$ cat src/core/dctm_regs.vh
// Register map, field positions and timing counts of the dual counter/timer.
// How it works
// - Each timer count is two byte registers.
// - Per-timer mode bit pair, independent configuration.
// - Mode 0: 13-bit count, high byte plus low five.
// - Wrap from all ones sets overflow flag.
// - Counter select counts falling edges on pin.
// - Timer select: system clock or prescaled tick.
// - Counts when run and (no gate or gate active).
// - First gate polarity from configuration bit.
// - Run bit starts from present count, no reload.
// - Second timer identical, own polarity bit.
// - Overflow interrupt forwarded only when enabled.
// - High bytes read/write, reset zero, fixed addresses.
`ifndef DCTM_REGS_VH
`define DCTM_REGS_VH

`define DCTM_ADDR_CTRL    8'h88
`define DCTM_ADDR_MODE    8'h89
`define DCTM_ADDR_LOW0    8'h8a
`define DCTM_ADDR_LOW1    8'h8b
`define DCTM_ADDR_HIGH0   8'h8c
`define DCTM_ADDR_HIGH1   8'h8d
`define DCTM_ADDR_SCALE   8'h8e
`define DCTM_ADDR_IRQCFG  8'he4
`define DCTM_ADDR_IRQEN   8'ha8
`define DCTM_ADDR_STATUS  8'h90
`define DCTM_ADDR_MASK    8'h91

// Control register fields.
`define DCTM_CTRL_OVF0    5
`define DCTM_CTRL_RUN0    4
`define DCTM_CTRL_OVF1    7
`define DCTM_CTRL_RUN1    6
// Mode register fields: timer 0 low nibble, timer 1 high nibble.
`define DCTM_MODE_GATE    3
`define DCTM_MODE_CT      2
// Scale register fields.
`define DCTM_SCALE_SYS0   2
`define DCTM_SCALE_SYS1   3
// Interrupt configuration and enable fields.
`define DCTM_CFG_POL0     3
`define DCTM_CFG_POL1     7
`define DCTM_EN_IRQ0      1
`define DCTM_EN_IRQ1      3

`define DCTM_RESET_BYTE   8'h00

// Prescaled tick periods in system clocks, selected by scale bits 1:0.
`define DCTM_DIV_12       8'd12
`define DCTM_DIV_4        8'd4
`define DCTM_DIV_48       8'd48
`define DCTM_DIV_8        8'd8

`endif

$ cat src/core/dctm_top.v
// Dual 13-bit counter/timer block with register port and interrupt.
`include "dctm_regs.vh"

module dctm_top (
	input  wire       sys_clk,
	input  wire       rstn,
	input  wire [7:0] regAddr,
	input  wire [7:0] regWdata,
	input  wire       regWrite,
	input  wire       regRead,
	output reg  [7:0] regRdata,
	input  wire       firstCountInputPin,
	input  wire       secondCountInputPin,
	input  wire       firstGateInput,
	input  wire       secondGateInput,
	output reg        firstTimerIrq,
	output reg        secondTimerIrq,
	output reg        irqOut
);

	reg  [7:0] ctrl_reg;
	reg  [7:0] ctrl_next;
	reg  [7:0] mode_reg;
	reg  [7:0] scale_reg;
	reg  [7:0] irqCfg_reg;
	reg  [7:0] irqEn_reg;
	reg  [1:0] status_reg;
	reg  [1:0] status_next;
	reg  [1:0] mask_reg;
	reg  [7:0] prescale_reg;
	reg  [7:0] divide;
	reg        scaleTick_reg;
	reg  [7:0] rdata_next;
	wire [7:0]  low0;
	wire [7:0]  low1;
	wire [7:0]  high0;
	wire [7:0]  high1;
	wire        ovf0;
	wire        ovf1;
	wire        wrCtrl;
	wire [15:0] lowBytes;
	wire [15:0] highBytes;
	wire [1:0]  ovfPulse;
	wire [1:0]  countPins;
	wire [1:0]  gatePins;
	wire [1:0]  lowWr;
	wire [1:0]  highWr;

	assign wrCtrl    = regWrite && (regAddr == `DCTM_ADDR_CTRL);
	assign countPins = {secondCountInputPin, firstCountInputPin};
	assign gatePins  = {secondGateInput, firstGateInput};
	assign lowWr     = {regWrite && (regAddr == `DCTM_ADDR_LOW1),
	                    regWrite && (regAddr == `DCTM_ADDR_LOW0)};
	assign highWr    = {regWrite && (regAddr == `DCTM_ADDR_HIGH1),
	                    regWrite && (regAddr == `DCTM_ADDR_HIGH0)};
	assign low0      = lowBytes[7:0];
	assign low1      = lowBytes[15:8];
	assign high0     = highBytes[7:0];
	assign high1     = highBytes[15:8];
	assign ovf0      = ovfPulse[0];
	assign ovf1      = ovfPulse[1];

	// Modes 1 to 3 store their bits but run the 13-bit count.
	// Channel 1 fields sit one nibble, two bits or one bit above channel 0.
	genvar ch;
	generate
		for (ch = 0; ch < 2; ch = ch + 1) begin : chan
			dctm_channel chan_i (
				.sys_clk       (sys_clk),
				.rstn          (rstn),
				.countPin      (countPins[ch]),
				.gatePin       (gatePins[ch]),
				.gatePolarity  (irqCfg_reg[`DCTM_CFG_POL0 + 4 * ch]),
				.runBit        (ctrl_reg[`DCTM_CTRL_RUN0 + 2 * ch]),
				.gateBit       (mode_reg[`DCTM_MODE_GATE + 4 * ch]),
				.counterSelect (mode_reg[`DCTM_MODE_CT + 4 * ch]),
				.sysclkSelect  (scale_reg[`DCTM_SCALE_SYS0 + ch]),
				.scaleTick     (scaleTick_reg),
				.lowWrite      (lowWr[ch]),
				.highWrite     (highWr[ch]),
				.writeData     (regWdata),
				.lowByte       (lowBytes[8 * ch +: 8]),
				.highByte      (highBytes[8 * ch +: 8]),
				.overflowPulse (ovfPulse[ch])
			);
		end
	endgenerate

	always @* begin
		case (scale_reg[1:0])
			2'h0:    divide = `DCTM_DIV_12;
			2'h1:    divide = `DCTM_DIV_4;
			2'h2:    divide = `DCTM_DIV_48;
			default: divide = `DCTM_DIV_8;
		endcase
	end

	// Shared prescaler; a changed divider applies at once, wrapping on the next edge if the count is already at or past it.
	always @(posedge sys_clk) begin
		if (!rstn) begin
			prescale_reg  <= 8'h00;
			scaleTick_reg <= 1'b0;
		end else if (prescale_reg >= divide - 8'h01) begin
			prescale_reg  <= 8'h00;
			scaleTick_reg <= 1'b1;
		end else begin
			prescale_reg  <= prescale_reg + 8'h01;
			scaleTick_reg <= 1'b0;
		end
	end

	// Hardware setting of an overflow flag wins over a software write.
	always @* begin
		ctrl_next = wrCtrl ? regWdata : ctrl_reg;
		if (ovf0)
			ctrl_next[`DCTM_CTRL_OVF0] = 1'b1;
		if (ovf1)
			ctrl_next[`DCTM_CTRL_OVF1] = 1'b1;
	end

	always @* begin
		status_next = status_reg;
		if (regWrite && (regAddr == `DCTM_ADDR_STATUS))
			status_next = status_reg & ~regWdata[1:0];
		status_next = status_next | {ovf1, ovf0};
	end

	always @* begin
		case (regAddr)
			`DCTM_ADDR_CTRL:   rdata_next = ctrl_reg;
			`DCTM_ADDR_MODE:   rdata_next = mode_reg;
			`DCTM_ADDR_LOW0:   rdata_next = low0;
			`DCTM_ADDR_LOW1:   rdata_next = low1;
			`DCTM_ADDR_HIGH0:  rdata_next = high0;
			`DCTM_ADDR_HIGH1:  rdata_next = high1;
			`DCTM_ADDR_SCALE:  rdata_next = scale_reg;
			`DCTM_ADDR_IRQCFG: rdata_next = irqCfg_reg;
			`DCTM_ADDR_IRQEN:  rdata_next = irqEn_reg;
			`DCTM_ADDR_STATUS: rdata_next = {6'h00, status_reg};
			`DCTM_ADDR_MASK:   rdata_next = {6'h00, mask_reg};
			default:           rdata_next = 8'h00;
		endcase
	end

	always @(posedge sys_clk) begin
		if (!rstn) begin
			ctrl_reg       <= `DCTM_RESET_BYTE;
			mode_reg       <= `DCTM_RESET_BYTE;
			scale_reg      <= `DCTM_RESET_BYTE;
			irqCfg_reg     <= `DCTM_RESET_BYTE;
			irqEn_reg      <= `DCTM_RESET_BYTE;
			status_reg     <= 2'h0;
			mask_reg       <= 2'h0;
			regRdata       <= 8'h00;
			firstTimerIrq  <= 1'b0;
			secondTimerIrq <= 1'b0;
			irqOut         <= 1'b0;
		end else begin
			ctrl_reg   <= ctrl_next;
			status_reg <= status_next;
			if (regWrite && regAddr == `DCTM_ADDR_MODE)
				mode_reg <= regWdata;
			if (regWrite && regAddr == `DCTM_ADDR_SCALE)
				scale_reg <= regWdata;
			if (regWrite && regAddr == `DCTM_ADDR_IRQCFG)
				irqCfg_reg <= regWdata;
			if (regWrite && regAddr == `DCTM_ADDR_IRQEN)
				irqEn_reg <= regWdata;
			if (regWrite && regAddr == `DCTM_ADDR_MASK)
				mask_reg <= regWdata[1:0];
			regRdata <= regRead ? rdata_next : 8'h00;
			firstTimerIrq  <= ctrl_next[`DCTM_CTRL_OVF0] &
			                  irqEn_reg[`DCTM_EN_IRQ0];
			secondTimerIrq <= ctrl_next[`DCTM_CTRL_OVF1] &
			                  irqEn_reg[`DCTM_EN_IRQ1];
			irqOut <= |(status_next & mask_reg);
		end
	end

endmodule

$ cat src/core/dctm_channel.v
// One 13-bit mode 0 counter/timer channel with its own edge detection.
`include "dctm_regs.vh"

module dctm_channel (
	input  wire       sys_clk,
	input  wire       rstn,
	input  wire       countPin,
	input  wire       gatePin,
	input  wire       gatePolarity,
	input  wire       runBit,
	input  wire       gateBit,
	input  wire       counterSelect,
	input  wire       sysclkSelect,
	input  wire       scaleTick,
	input  wire       lowWrite,
	input  wire       highWrite,
	input  wire [7:0] writeData,
	output wire [7:0] lowByte,
	output wire [7:0] highByte,
	output wire       overflowPulse
);

	reg  [2:0]  pinSync_reg;
	reg  [2:0]  gateSync_reg;
	reg         pinState_reg;
	reg         gateState_reg;
	reg  [12:0] count_reg;
	reg  [12:0] count_next;
	reg         ovf_reg;
	reg         ovf_next;
	wire        fallEdge;
	wire        enabled;
	wire        tick;

	// A stable value needs the second and third stages to agree.
	always @(posedge sys_clk) begin
		if (!rstn) begin
			pinSync_reg   <= 3'h7;
			gateSync_reg  <= 3'h0;
			pinState_reg  <= 1'b1;
			gateState_reg <= 1'b0;
		end else begin
			pinSync_reg  <= {pinSync_reg[1:0], countPin};
			gateSync_reg <= {gateSync_reg[1:0], gatePin};
			if (pinSync_reg[1] == pinSync_reg[2])
				pinState_reg <= pinSync_reg[2];
			if (gateSync_reg[1] == gateSync_reg[2])
				gateState_reg <= gateSync_reg[2];
		end
	end

	// One increment per falling edge of the settled pin level.
	assign fallEdge = pinState_reg & (pinSync_reg[1] == pinSync_reg[2]) &
	                  ~pinSync_reg[2];
	assign enabled = runBit &
	                 (~gateBit | (gateState_reg == gatePolarity));
	assign tick = counterSelect ? fallEdge :
	              (sysclkSelect ? 1'b1 : scaleTick);

	always @* begin
		count_next = count_reg;
		ovf_next   = 1'b0;
		// Run only gates counting; the count is never cleared here.
		if (enabled && tick) begin
			count_next = count_reg + 13'h0001;
			ovf_next   = (count_reg == 13'h1fff);
		end
		// A software write wins over a coincident increment only in the bits it writes; the overflow pulse still fires.
		if (lowWrite)
			count_next[4:0] = writeData[4:0];
		if (highWrite)
			count_next[12:5] = writeData;
	end

	always @(posedge sys_clk) begin
		if (!rstn) begin
			count_reg <= 13'h0000;
			ovf_reg   <= 1'b0;
		end else begin
			count_reg <= count_next;
			ovf_reg   <= ovf_next;
		end
	end

	// Upper three low-byte bits read as zero.
	assign lowByte       = {3'h0, count_reg[4:0]};
	assign highByte      = count_reg[12:5];
	assign overflowPulse = ovf_reg;

endmodule

$ cat config.mk
export PLATFORM = sky130hd
export DESIGN_NAME = dctm_top
export DESIGN_NICKNAME = d
export VERILOG_FILES = /design/src/core/dctm_top.v /design/src/core/dctm_channel.v
export VERILOG_INCLUDE_DIRS = /design/src /design/src/core
export SDC_FILE = /design/constraint.sdc
export NUM_CORES = 1
export LEC_CHECK = 0
export ABC_AREA = 1
export BUFFER_PORTS_ARGS = -buffer_cell sky130_fd_sc_hd__buf_2
export CAP_MARGIN = 20
export CORE_ASPECT_RATIO = 1.25
export CORE_MARGIN = 5
export CORE_UTILIZATION = 40
export CTS_CLUSTER_DIAMETER = 150
export DETAILED_ROUTE_END_ITERATION = 12
export PLACE_DENSITY = 0.7
export SLEW_MARGIN = 10
export SYNTH_ARGS = -nofsm -noshare
export SYNTH_HDL_FRONTEND = slang
export SYNTH_SLANG_ARGS = --single-unit
$ cat constraint.sdc
create_clock -name sys_clk -period 1.5 [get_ports sys_clk]
set_input_delay 0.225 -clock sys_clk [delete_from_list [all_inputs] [get_ports sys_clk]]
set_output_delay 0.225 -clock sys_clk [all_outputs]
set_load 0.1 [all_outputs]
Word-level counts from Yosys, hierarchy flattened

Index checks and enable logic that the tools add are counted.

Add/sub/neg operators: 4
$mul: 0
Div/mod/pow operators: 0
Order comparisons: 1
Equality and inequality tests: 21
Shift operators: 0
Mux-type cells: 17
Bitwise logic cells: 19
Reductions and logical operators: 23

Operators with widths:

| cell                                                                  | number |
|---|---|
| 8-bit equality test, second input constant                            | 11 |
| 8-bit one-hot mux with 11 select lines                                | 1 |
| 13-bit by 1-bit adder with 13-bit output, second input constant       | 2 |
| 13-bit equality test, second input constant                           | 2 |
| 13-bit two-way mux                                                    | 2 |
| 8-bit two-way mux                                                     | 3 |
| 6-bit one-hot mux with 3 select lines                                 | 1 |
| 1-bit logical AND                                                     | 13 |
| 5-bit two-way mux                                                     | 2 |
| 8-bit by 1-bit adder with 8-bit output, second input constant         | 1 |
| 1-bit bitwise AND                                                     | 8 |
| 8-bit greater-or-equal comparator                                     | 1 |
| 2-bit nonzero test                                                    | 4 |
| 8-bit by 1-bit subtractor with 8-bit output, second input constant    | 1 |
| 1-bit two-way mux                                                     | 7 |
| 1-bit equality test                                                   | 6 |
| 2-bit AND reduction                                                   | 3 |
| 1-bit NOT                                                             | 5 |
| 2-bit bitwise AND                                                     | 2 |
| 2-bit OR reduction                                                    | 2 |
| 2-bit by 1-bit equality test with 1-bit output, second input constant | 1 |
| 2-bit equality test, second input constant                            | 1 |
| 2-bit zero test                                                       | 1 |
| 2-bit two-way mux                                                     | 1 |
| 3 further kinds                                                       | 4 |

Bits in registers: 108
Latch bits: 0
Bits in writable memories: 0
Bits in read-only memories: 0
Memories: 0

Logic depth before layout (Yosys ltp)

Gate-level depths: netlist of run 1.

Word-level depth: 7
Depth in mapped cells: 11
Mapped depth without buffers: 10

Modules after synthesis

From an unflattened synthesis of run 1, not the netlist that was laid out.

Cell total of the unflattened synthesis: 908
Area, all modules: 6047.0 um2

By module, submodules not included:

| module       | times used | cells an instance | area each (um2) |
|---|---|---|---|
| dctm_top     | 1          | 498               | 3469.6 |
| dctm_channel | 2          | 205               | 1288.7 |

Worst setup path before layout of run 1

OpenSTA, ideal clock, no wires.

Kind: register to register
Start: reg scale_reg[0]
End: reg prescale_reg[3]
Arrival time: 1.358 ns
Setup slack: 0.061 ns
Stages on the path, launching flop included: 7
Buffers on the path: 0
Cell sequence: dfxtp_1 > inv_1 > nand2_1 > ha_1 > a211oi_1 > nand3_1 > nor3b_1

Cells in the longest elaborated chain, start to end: 5
Elaborated cells on any way between the ends: 7

RTL lines:

| element                                           | line           | source |
|---|---|---|
| start: declaration                                | dctm_top.v:24  | `reg [7:0] scale_reg;` |
| start signal: assignment                          | dctm_top.v:149 | `` scale_reg <= `DCTM_RESET_BYTE; `` |
| start signal: assignment                          | dctm_top.v:164 | `scale_reg <= regWdata;` |
| 2-bit equality test, or another cell as far along | dctm_top.v:90  | `case (scale_reg[1:0])` |
| 6-bit one-hot mux with 3 select lines (*)         | dctm_top.v:90  |  |
| 8-bit by 1-bit subtractor with 8-bit output (*)   | dctm_top.v:103 | `end else if (prescale_reg >= divide - 8'h01) begin` |
| 8-bit greater-or-equal comparator (*)             | dctm_top.v:103 |  |
| 2-bit OR reduction (no line) (*)                  | -              |  |
| end signal: assignment                            | dctm_top.v:107 | `prescale_reg <= prescale_reg + 8'h01;` |
| end: declaration                                  | dctm_top.v:30  | `reg [7:0] prescale_reg;` |

Every way passes the cells marked *; elsewhere a longest branch is shown, timed or not.
A chain may end at the register's enable or synchronous reset.

Worst setup path in the final report of run 1

Same ends and word-level chain as after synthesis.

==> impl_metrics.csv, run 1 <==
group,metric,value,unit
run_status,outcome,"complete, no violations",
logic_synthesis,synth_top_area_share,37.4,%
cells_and_area,regArea,0.00217,mm2
route,drt-initial-drc-count,453,
cells_and_area,stdcell_count,1122,
logic_synthesis,synth.largest_area_cell,"dfxtp_1",
sta,fin_tns_setup,0,ps
hold_path,min_path_type,"primary input to flip-flop",
route,wl_met3,919,um
clock_tree,cts_sinks,108,
setup_path,crit_path_start_kind,"flip-flop",
setup_path,critical_path_class,"flip-flop to flip-flop",
grt,track_usage,19.4,%
route,wire_per_inst,14.8,um
logic_synthesis,synth.area.top_cells,"dfxtp_1 37%, nand2_1 13%, nand3_1 9.3%, inv_1 5.8%, nor2_1 5.2%",
clock_tree,clk-insertion-delay-late,360,ps
placed_design,preCtsSetupSlack,-113,ps
sta,hold_viol,0,
power_and_ir_drop,irDropWorstVdd,0.000494,V
cells_and_area,area_delta_synth_final,23.2,%
logic_synthesis,synthAdderAreaFrac,1.51,%
logic_synthesis,syn_area,0.00578,mm2
route,wl,16.7,mm
die,ioPinCount,35,
setup_path,worstPathMaxFanout,7,
logic_synthesis,synth_compound_area_share,11.0,%
logic_synthesis,yosys.area_share.xor_xnor,1.82,%
job,cap_viol_max_count,0,
cells_and_area,drive_gt1_share,21.9,%
placed_design,numPlacedInstances,1103,
setup_path,arrival,1720,ps
setup_path,end_kind,"flip-flop",
clock_tree,cts_root_buf,"clkbuf_16",
power_and_ir_drop,powerDensity,812,mW/mm2
sta,max_freq,0.703,GHz
route,vias,5746,
sta,min_period,1420,ps
logic_synthesis,yosysUniqueCellTypes,38,
logic_synthesis,ys.flop_type,"dfxtp_1",
logic_synthesis,ys_seq_area_share,37.4,%
cells_and_area,multi_input_comb_area,0.00322,mm2
route,drc,0,
clock_tree,cts_max_path_buffers,2,
clock_tree,path_clk_slew,80,ps
logic_synthesis,yosys.area_share.simple,39.0,%
sta,setup_viol,0,
sta,finClkSkew,5.42,ps
clock_tree,cts_tree,"yes",
power_and_ir_drop,leakage,3.12,nW
cells_and_area,diodes,0,
logic_synthesis,syn_nets,871,
power_and_ir_drop,p_total,5.79,mW
clock_tree,cts_max_level,3,
logic_synthesis,avgSynthCellArea,6.89,um2
route,wl_met1,6.84,mm
grt,grt-ovfl-total,0,
logic_synthesis,ys_warn_count,0,
cells_and_area,nFillCells,1397,
die,rows,49,
die,core,0.0143,mm2
grt,grt_antenna_before_repair,0,
logic_synthesis,yosys-mux-area-fraction,0,%
sta,slew_violations,0,
logic_synthesis,synth-edff-count,0,
clock_tree,cts_hold_buf,0,
logic_synthesis,async_flop_share,0,%
sta,fin_crit_sh,94.9,%
logic_synthesis,syn_inst,840,
grt,grt_pass1_vias,5265,
logic_synthesis,synth_top_family_by_area,"simple AND/OR/NAND/NOR gates",
cells_and_area,post-route-util,49.9,%
route,highest_layer,"met4",
logic_synthesis,synth_commonest_cells,"204 x nand2_1, 108 x dfxtp_1, 107 x nand3_1",
logic_synthesis,ys_ff_latch,108,
clock_tree,numCtsBuffers,9,
die,die_y,144,um
placed_design,gp_congestion,0.984,
route,viasPerCell,5.12,
die,die_area,0.0170,mm2
grt,grt_max_degree,56,
cells_and_area,largest_reg_flops,26,
logic_synthesis,synth.most_common_cell,"nand2_1",
cells_and_area,nets,970,
route,ant_nets,0,
placed_design,hpwl,12.4,mm
setup_path,worstPathRequired,1790,ps
die,initial_core_util,40.5,%
route,dr.pass1.iters,5,
placed_design,port_buffers,34,
grt,grt_first_pass_wirelength,26.5,mm
sta,worst_slack,76.5,ps
die,die_x,118,um
cells_and_area,final_area,0.00713,mm2
placed_design,dpl-instance-area,0.00665,mm2
route,wl_met2,8.21,mm
sta,whs,44.5,ps
[critical path: stages (launching register included)]
cell and delay, ps:
dfxtp_1 310, buf_4 150, ha_4 240, a21oi_2 130, nand2_1 70, nand4_1 140
nand3_4 140, nor3b_2 190
[report_power, final]
part / total, mW / internal [mW] / switching [mW] / leakage [nW]
logic: 0.390 / 0.131 / 0.259 / 2.09
clock network: 2.50 / 1.33 / 1.17 / 0.155
registers: 2.90 / 2.89 / 0.0115 / 0.876
total: 5.79 / 4.35 / 1.44 / 3.12
[cells by family (layout without fill, tap and decap cells)]
| kind of cell | count (synthesis) | in the layout |
|---|---|---|
| and+or+nand+nor | 469 | 469 |
| xor gates and xnor gates | 12 | 12 |
| buffers and inverters | 120 | 224 |
| AOI/OAI and AO/OA | 122 | 122 |
| other | 2 | 2 |
| DFF | 108 | 108 |
| adders and majority gates | 7 | 7 |
[path summary, 6_finish.rpt]
kind | start | slack (ps) | end | depth (start not counted)
worst max-delay path | scale_reg[0] | 80 | prescale_reg[3] | 7
worst min-delay path | firstGateInput | 40 | chan[0].chan_i.gateSync_reg[0] | 3
worst max register to register | scale_reg[0] | 80 | prescale_reg[3] | 7
worst min register to register | chan[1].chan_i.pinSync_reg[0] | 410 | chan[1].chan_i.pinSync_reg[1] | 1
[final cells by class]
class / count / area share (%)
Clock buffer: 9 / 3.16
Clock inverter: 7 / 1.16
Inverter: 94 / 4.95
Multi-Input combinational cell: 612 / 45.2
Sequential cell: 108 / 30.4
Tap cell: 178 / 3.12
Timing Repair Buffer: 114 / 12.0
[repair_timing]
item                                    4_1_cts  5_1_grt
pin swaps                                     2        9
setup buffers                                 0        3
resized for setup                             5       29
endpoints found under the setup margin        8       25
gates cloned                                  0        0
[cells in the final DEF (no fill, tap or decap), types with 18 or more instances in the layout]
| master | Yosys | routed |
|---|---|---|
| nor2_1 | 80 | 75 |
| buf_4 | 3 | 72 |
| a21oi_1 | 58 | 56 |
| nand2_1 | 204 | 202 |
| nand3_1 | 107 | 106 |
| o21ai_0 | 42 | 41 |
| dfxtp_1 | 108 | 103 |
| nand4_1 | 18 | 18 |
| inv_1 | 90 | 88 |
| buf_2 | 5 | 34 |
[layer usage]
metal / vias up / track usage (%)
met5: - / 0
met4: 0 / 8.03
met3: 45 / 3.56
met1: 2590 / 22.7
met2: 188 / 35.0
li1: 2923 / -
(Power assumes the default switching activity.)
==> run 2: changes to the inputs <==
--- a/config.mk
+++ b/config.mk
@@ -16,4 +16,5 @@
 export DETAILED_ROUTE_END_ITERATION = 12
 export PLACE_DENSITY = 0.7
+export RECOVER_POWER = 100
 export SLEW_MARGIN = 10
 export SYNTH_ARGS = -nofsm -noshare
==> constraint.sdc (replaced) <==
create_clock -name sys_clk -period 1.5 [get_ports sys_clk]
set_input_delay 0 -clock sys_clk [delete_from_list [all_inputs] [get_ports sys_clk]]
set_output_delay 0 -clock sys_clk [all_outputs]
set_load 0.1 [all_outputs]
==> impl_metrics.csv, run 2 (synthesis gave the netlist of run 1 again) <==
group,metric,value,unit
setup_path,critPathMaxStageDelay,330,ps
sta,setup_viol,0,
setup_path,rr_endpoint,"prescale_reg[0]",
setup_path,end_kind,"flip-flop",
setup_path,worstPathMaxFanout,4,
clock_tree,cts_max_path_buffers,2,
cells_and_area,final_common_cell,"nand2_1",
setup_path,path_cells,"inv_1, nand2_1, ha_4, a211oi_4, nand3_2, buf_6, nor2_1",
clock_tree,numCtsBuffers,9,
cells_and_area,drive_gt1_share,18.3,%
die,die_y,144,um
cells_and_area,largest_reg_flops,26,
clock_tree,cts_max_level,3,
power_and_ir_drop,seqPwrFrac,51.3,%
sta,rsz0062_at_grt,"true",
grt,grt_pass1_vias,5320,
sta,finClkSkew,11.8,ps
run_status,outcome,"complete, no violations",
power_and_ir_drop,switching_power,1.47,mW
clock_tree,path_clk_slew,80,ps
setup_path,worstPathRequired,1800,ps
route,wire_per_inst,14.8,um
grt,met1_usage,22.9,%
job,cap_viol_max_count,0,
route,wl,16.3,mm
cells_and_area,area_delta_synth_final,19.0,%
cells_and_area,final_cell_mix,"204 x nand2_1, 107 x nand3_1, 103 x dfxtp_1",
die,initial_core_util,40.5,%
hold_path,hp-start,"regWdata[2]",
grt,grt-ovfl-total,0,
hold_path,holdPathStages,3,
clock_tree,cts_tree,"yes",
cells_and_area,post-route-util,48.2,%
die,die_area,0.0170,mm2
setup_path,crit_path_start_kind,"flip-flop",
grt,grt_busiest_layer,"met2",
route,dr.pass1.iters,5,
power_and_ir_drop,switching_share,26.0,%
setup_path,critPathTopFamily,"flip-flops",
hold_path,worstHoldEndpoint,"irqEn_reg[2]",
grt,grt_first_pass_wirelength,26.6,mm
sta,slew_violations,0,
setup_path,critical_path_class,"flip-flop to flip-flop",
sta,max_slew_margin,57.4,%
power_and_ir_drop,combPwrFrac,6.7,%
clock_tree,clk-insertion-delay-late,360,ps
route,viasPerCell,5.16,
placed_design,hpwl,12.1,mm
grt,grt_max_degree,39,
sta,fin_crit_sh,93.4,%
power_and_ir_drop,power.share.clock,42.0,%
cells_and_area,diodes,0,
placed_design,gp_congestion,0.911,
power_and_ir_drop,p_int,4.18,mW
clock_tree,cts_sinks,108,
sta,tightestPinTransition,638,ps
route,drc,0,
setup_path,reg2reg_depth,7,
route,drt-initial-drc-count,399,
die,die_x,118,um
grt,grt_antenna_before_repair,0,
sta,fin_tns_setup,0,ps
die,core,0.0143,mm2
power_and_ir_drop,irDropWorstVdd,0.000518,V
placed_design,port_buffers,34,
power_and_ir_drop,leakage,2.96,nW
power_and_ir_drop,p_total,5.64,mW
power_and_ir_drop,powerDensity,820,mW/mm2
route,ant_nets,0,
setup_path,arrival,1700,ps
clock_tree,cts_root_buf,"clkbuf_16",
setup_path,crit_buf_inv,2,
grt,track_usage,19.4,%
die,rows,49,
sta,max_freq,0.713,GHz
grt,use_met3,3.17,%
setup_path,reg2reg_from,"scale_reg[0]",
setup_path,cp_slowest_cell,"dfxtp_2",
sta,min_period,1400,ps
route,vias,5696,
setup_path,reg2reg_slack,100,ps
cells_and_area,nets,952,
grt,grt_util_met2,34.1,%
die,ioPinCount,35,
sta,hold_viol,0,
hold_path,min_path_type,"primary input to flip-flop",
run 2: stage by stage:
step | instances | hold slack (ps) | setup slack, ps | instance area [um2]
CTS | 1101 | 20.5 | 5.88 | 6810
global route | 1104 | 33.4 | -19.8 | 6880
detailed placement | 1076 | 185 | -72.7 | 6410
global placement | 1076 | 182 | 0.0134 | 6410
floorplan | 840 | 97.6 | 60.7 | 5780
finish | 1104 | 26.5 | 98.3 | 6880
run 2: what timing repair did:
item	CTS	global route
pin swaps	2	7
hold buffers	8	0
setup buffers	1	3
endpoints found under the hold margin	12	0
endpoints found under the setup margin	7	29
resized for setup	3	28
run 2: worst reg2reg max path, delay by kind of cell (launching register included):
family                     cells  cell delay [ps]
AOI/OAI and AO/OA              1              230
adders and majority gates      1              240
buffers and inverters          2              230
DFF                            1              330
and+or+nand+nor                3              320
run 2: power groups by stage:
| stage | registers, mW | logic [mW] | clock network, mW |
|---|---|---|---|
| 2_1_floorplan | 2.96 | 0.192 | 0 |
| 3_3_place_gp | 2.96 | 0.352 | 0 |
| 3_5_place_dp | 2.97 | 0.354 | 0 |
| 4_1_cts | 2.90 | 0.374 | 2.43 |
| 5_1_grt | 2.90 | 0.409 | 2.52 |
| 6_report | 2.90 | 0.378 | 2.37 |
run 2: final cells by class:
class | count | area, um2
inverters | 94 | 353
well taps | 178 | 223
fillers | 1451 | 7400
multi-input cells | 612 | 3160
repair buffers | 96 | 684
clock buffers | 9 | 225
clock inverters | 7 | 70.1
flip-flops and latches | 108 | 2170
run 2: metal layers:
layer	vias to the layer above	part of all wire [%]	wire, um
met5	-	0	0
met4	0	4.7	774
met3	49	6.0	987
met2	178	49	8050
met1	2574	40	6520
li1	2895	-	-
run 2: worst max path at each step:
stage	from	end	slack (ps)	cells after the start
3_5_place_dp	scale_reg[0]	prescale_reg[4]	-70	7
2_1_floorplan	scale_reg[0]	prescale_reg[3]	60	6
4_1_cts	scale_reg[0]	prescale_reg[4]	6	8
6_report	scale_reg[0]	prescale_reg[0]	100	7
5_1_grt	chan[0].chan_i.count_reg[0]	chan[0].chan_i.overflowPulse	-20	8
3_3_place_gp	scale_reg[0]	prescale_reg[4]	0.01	7
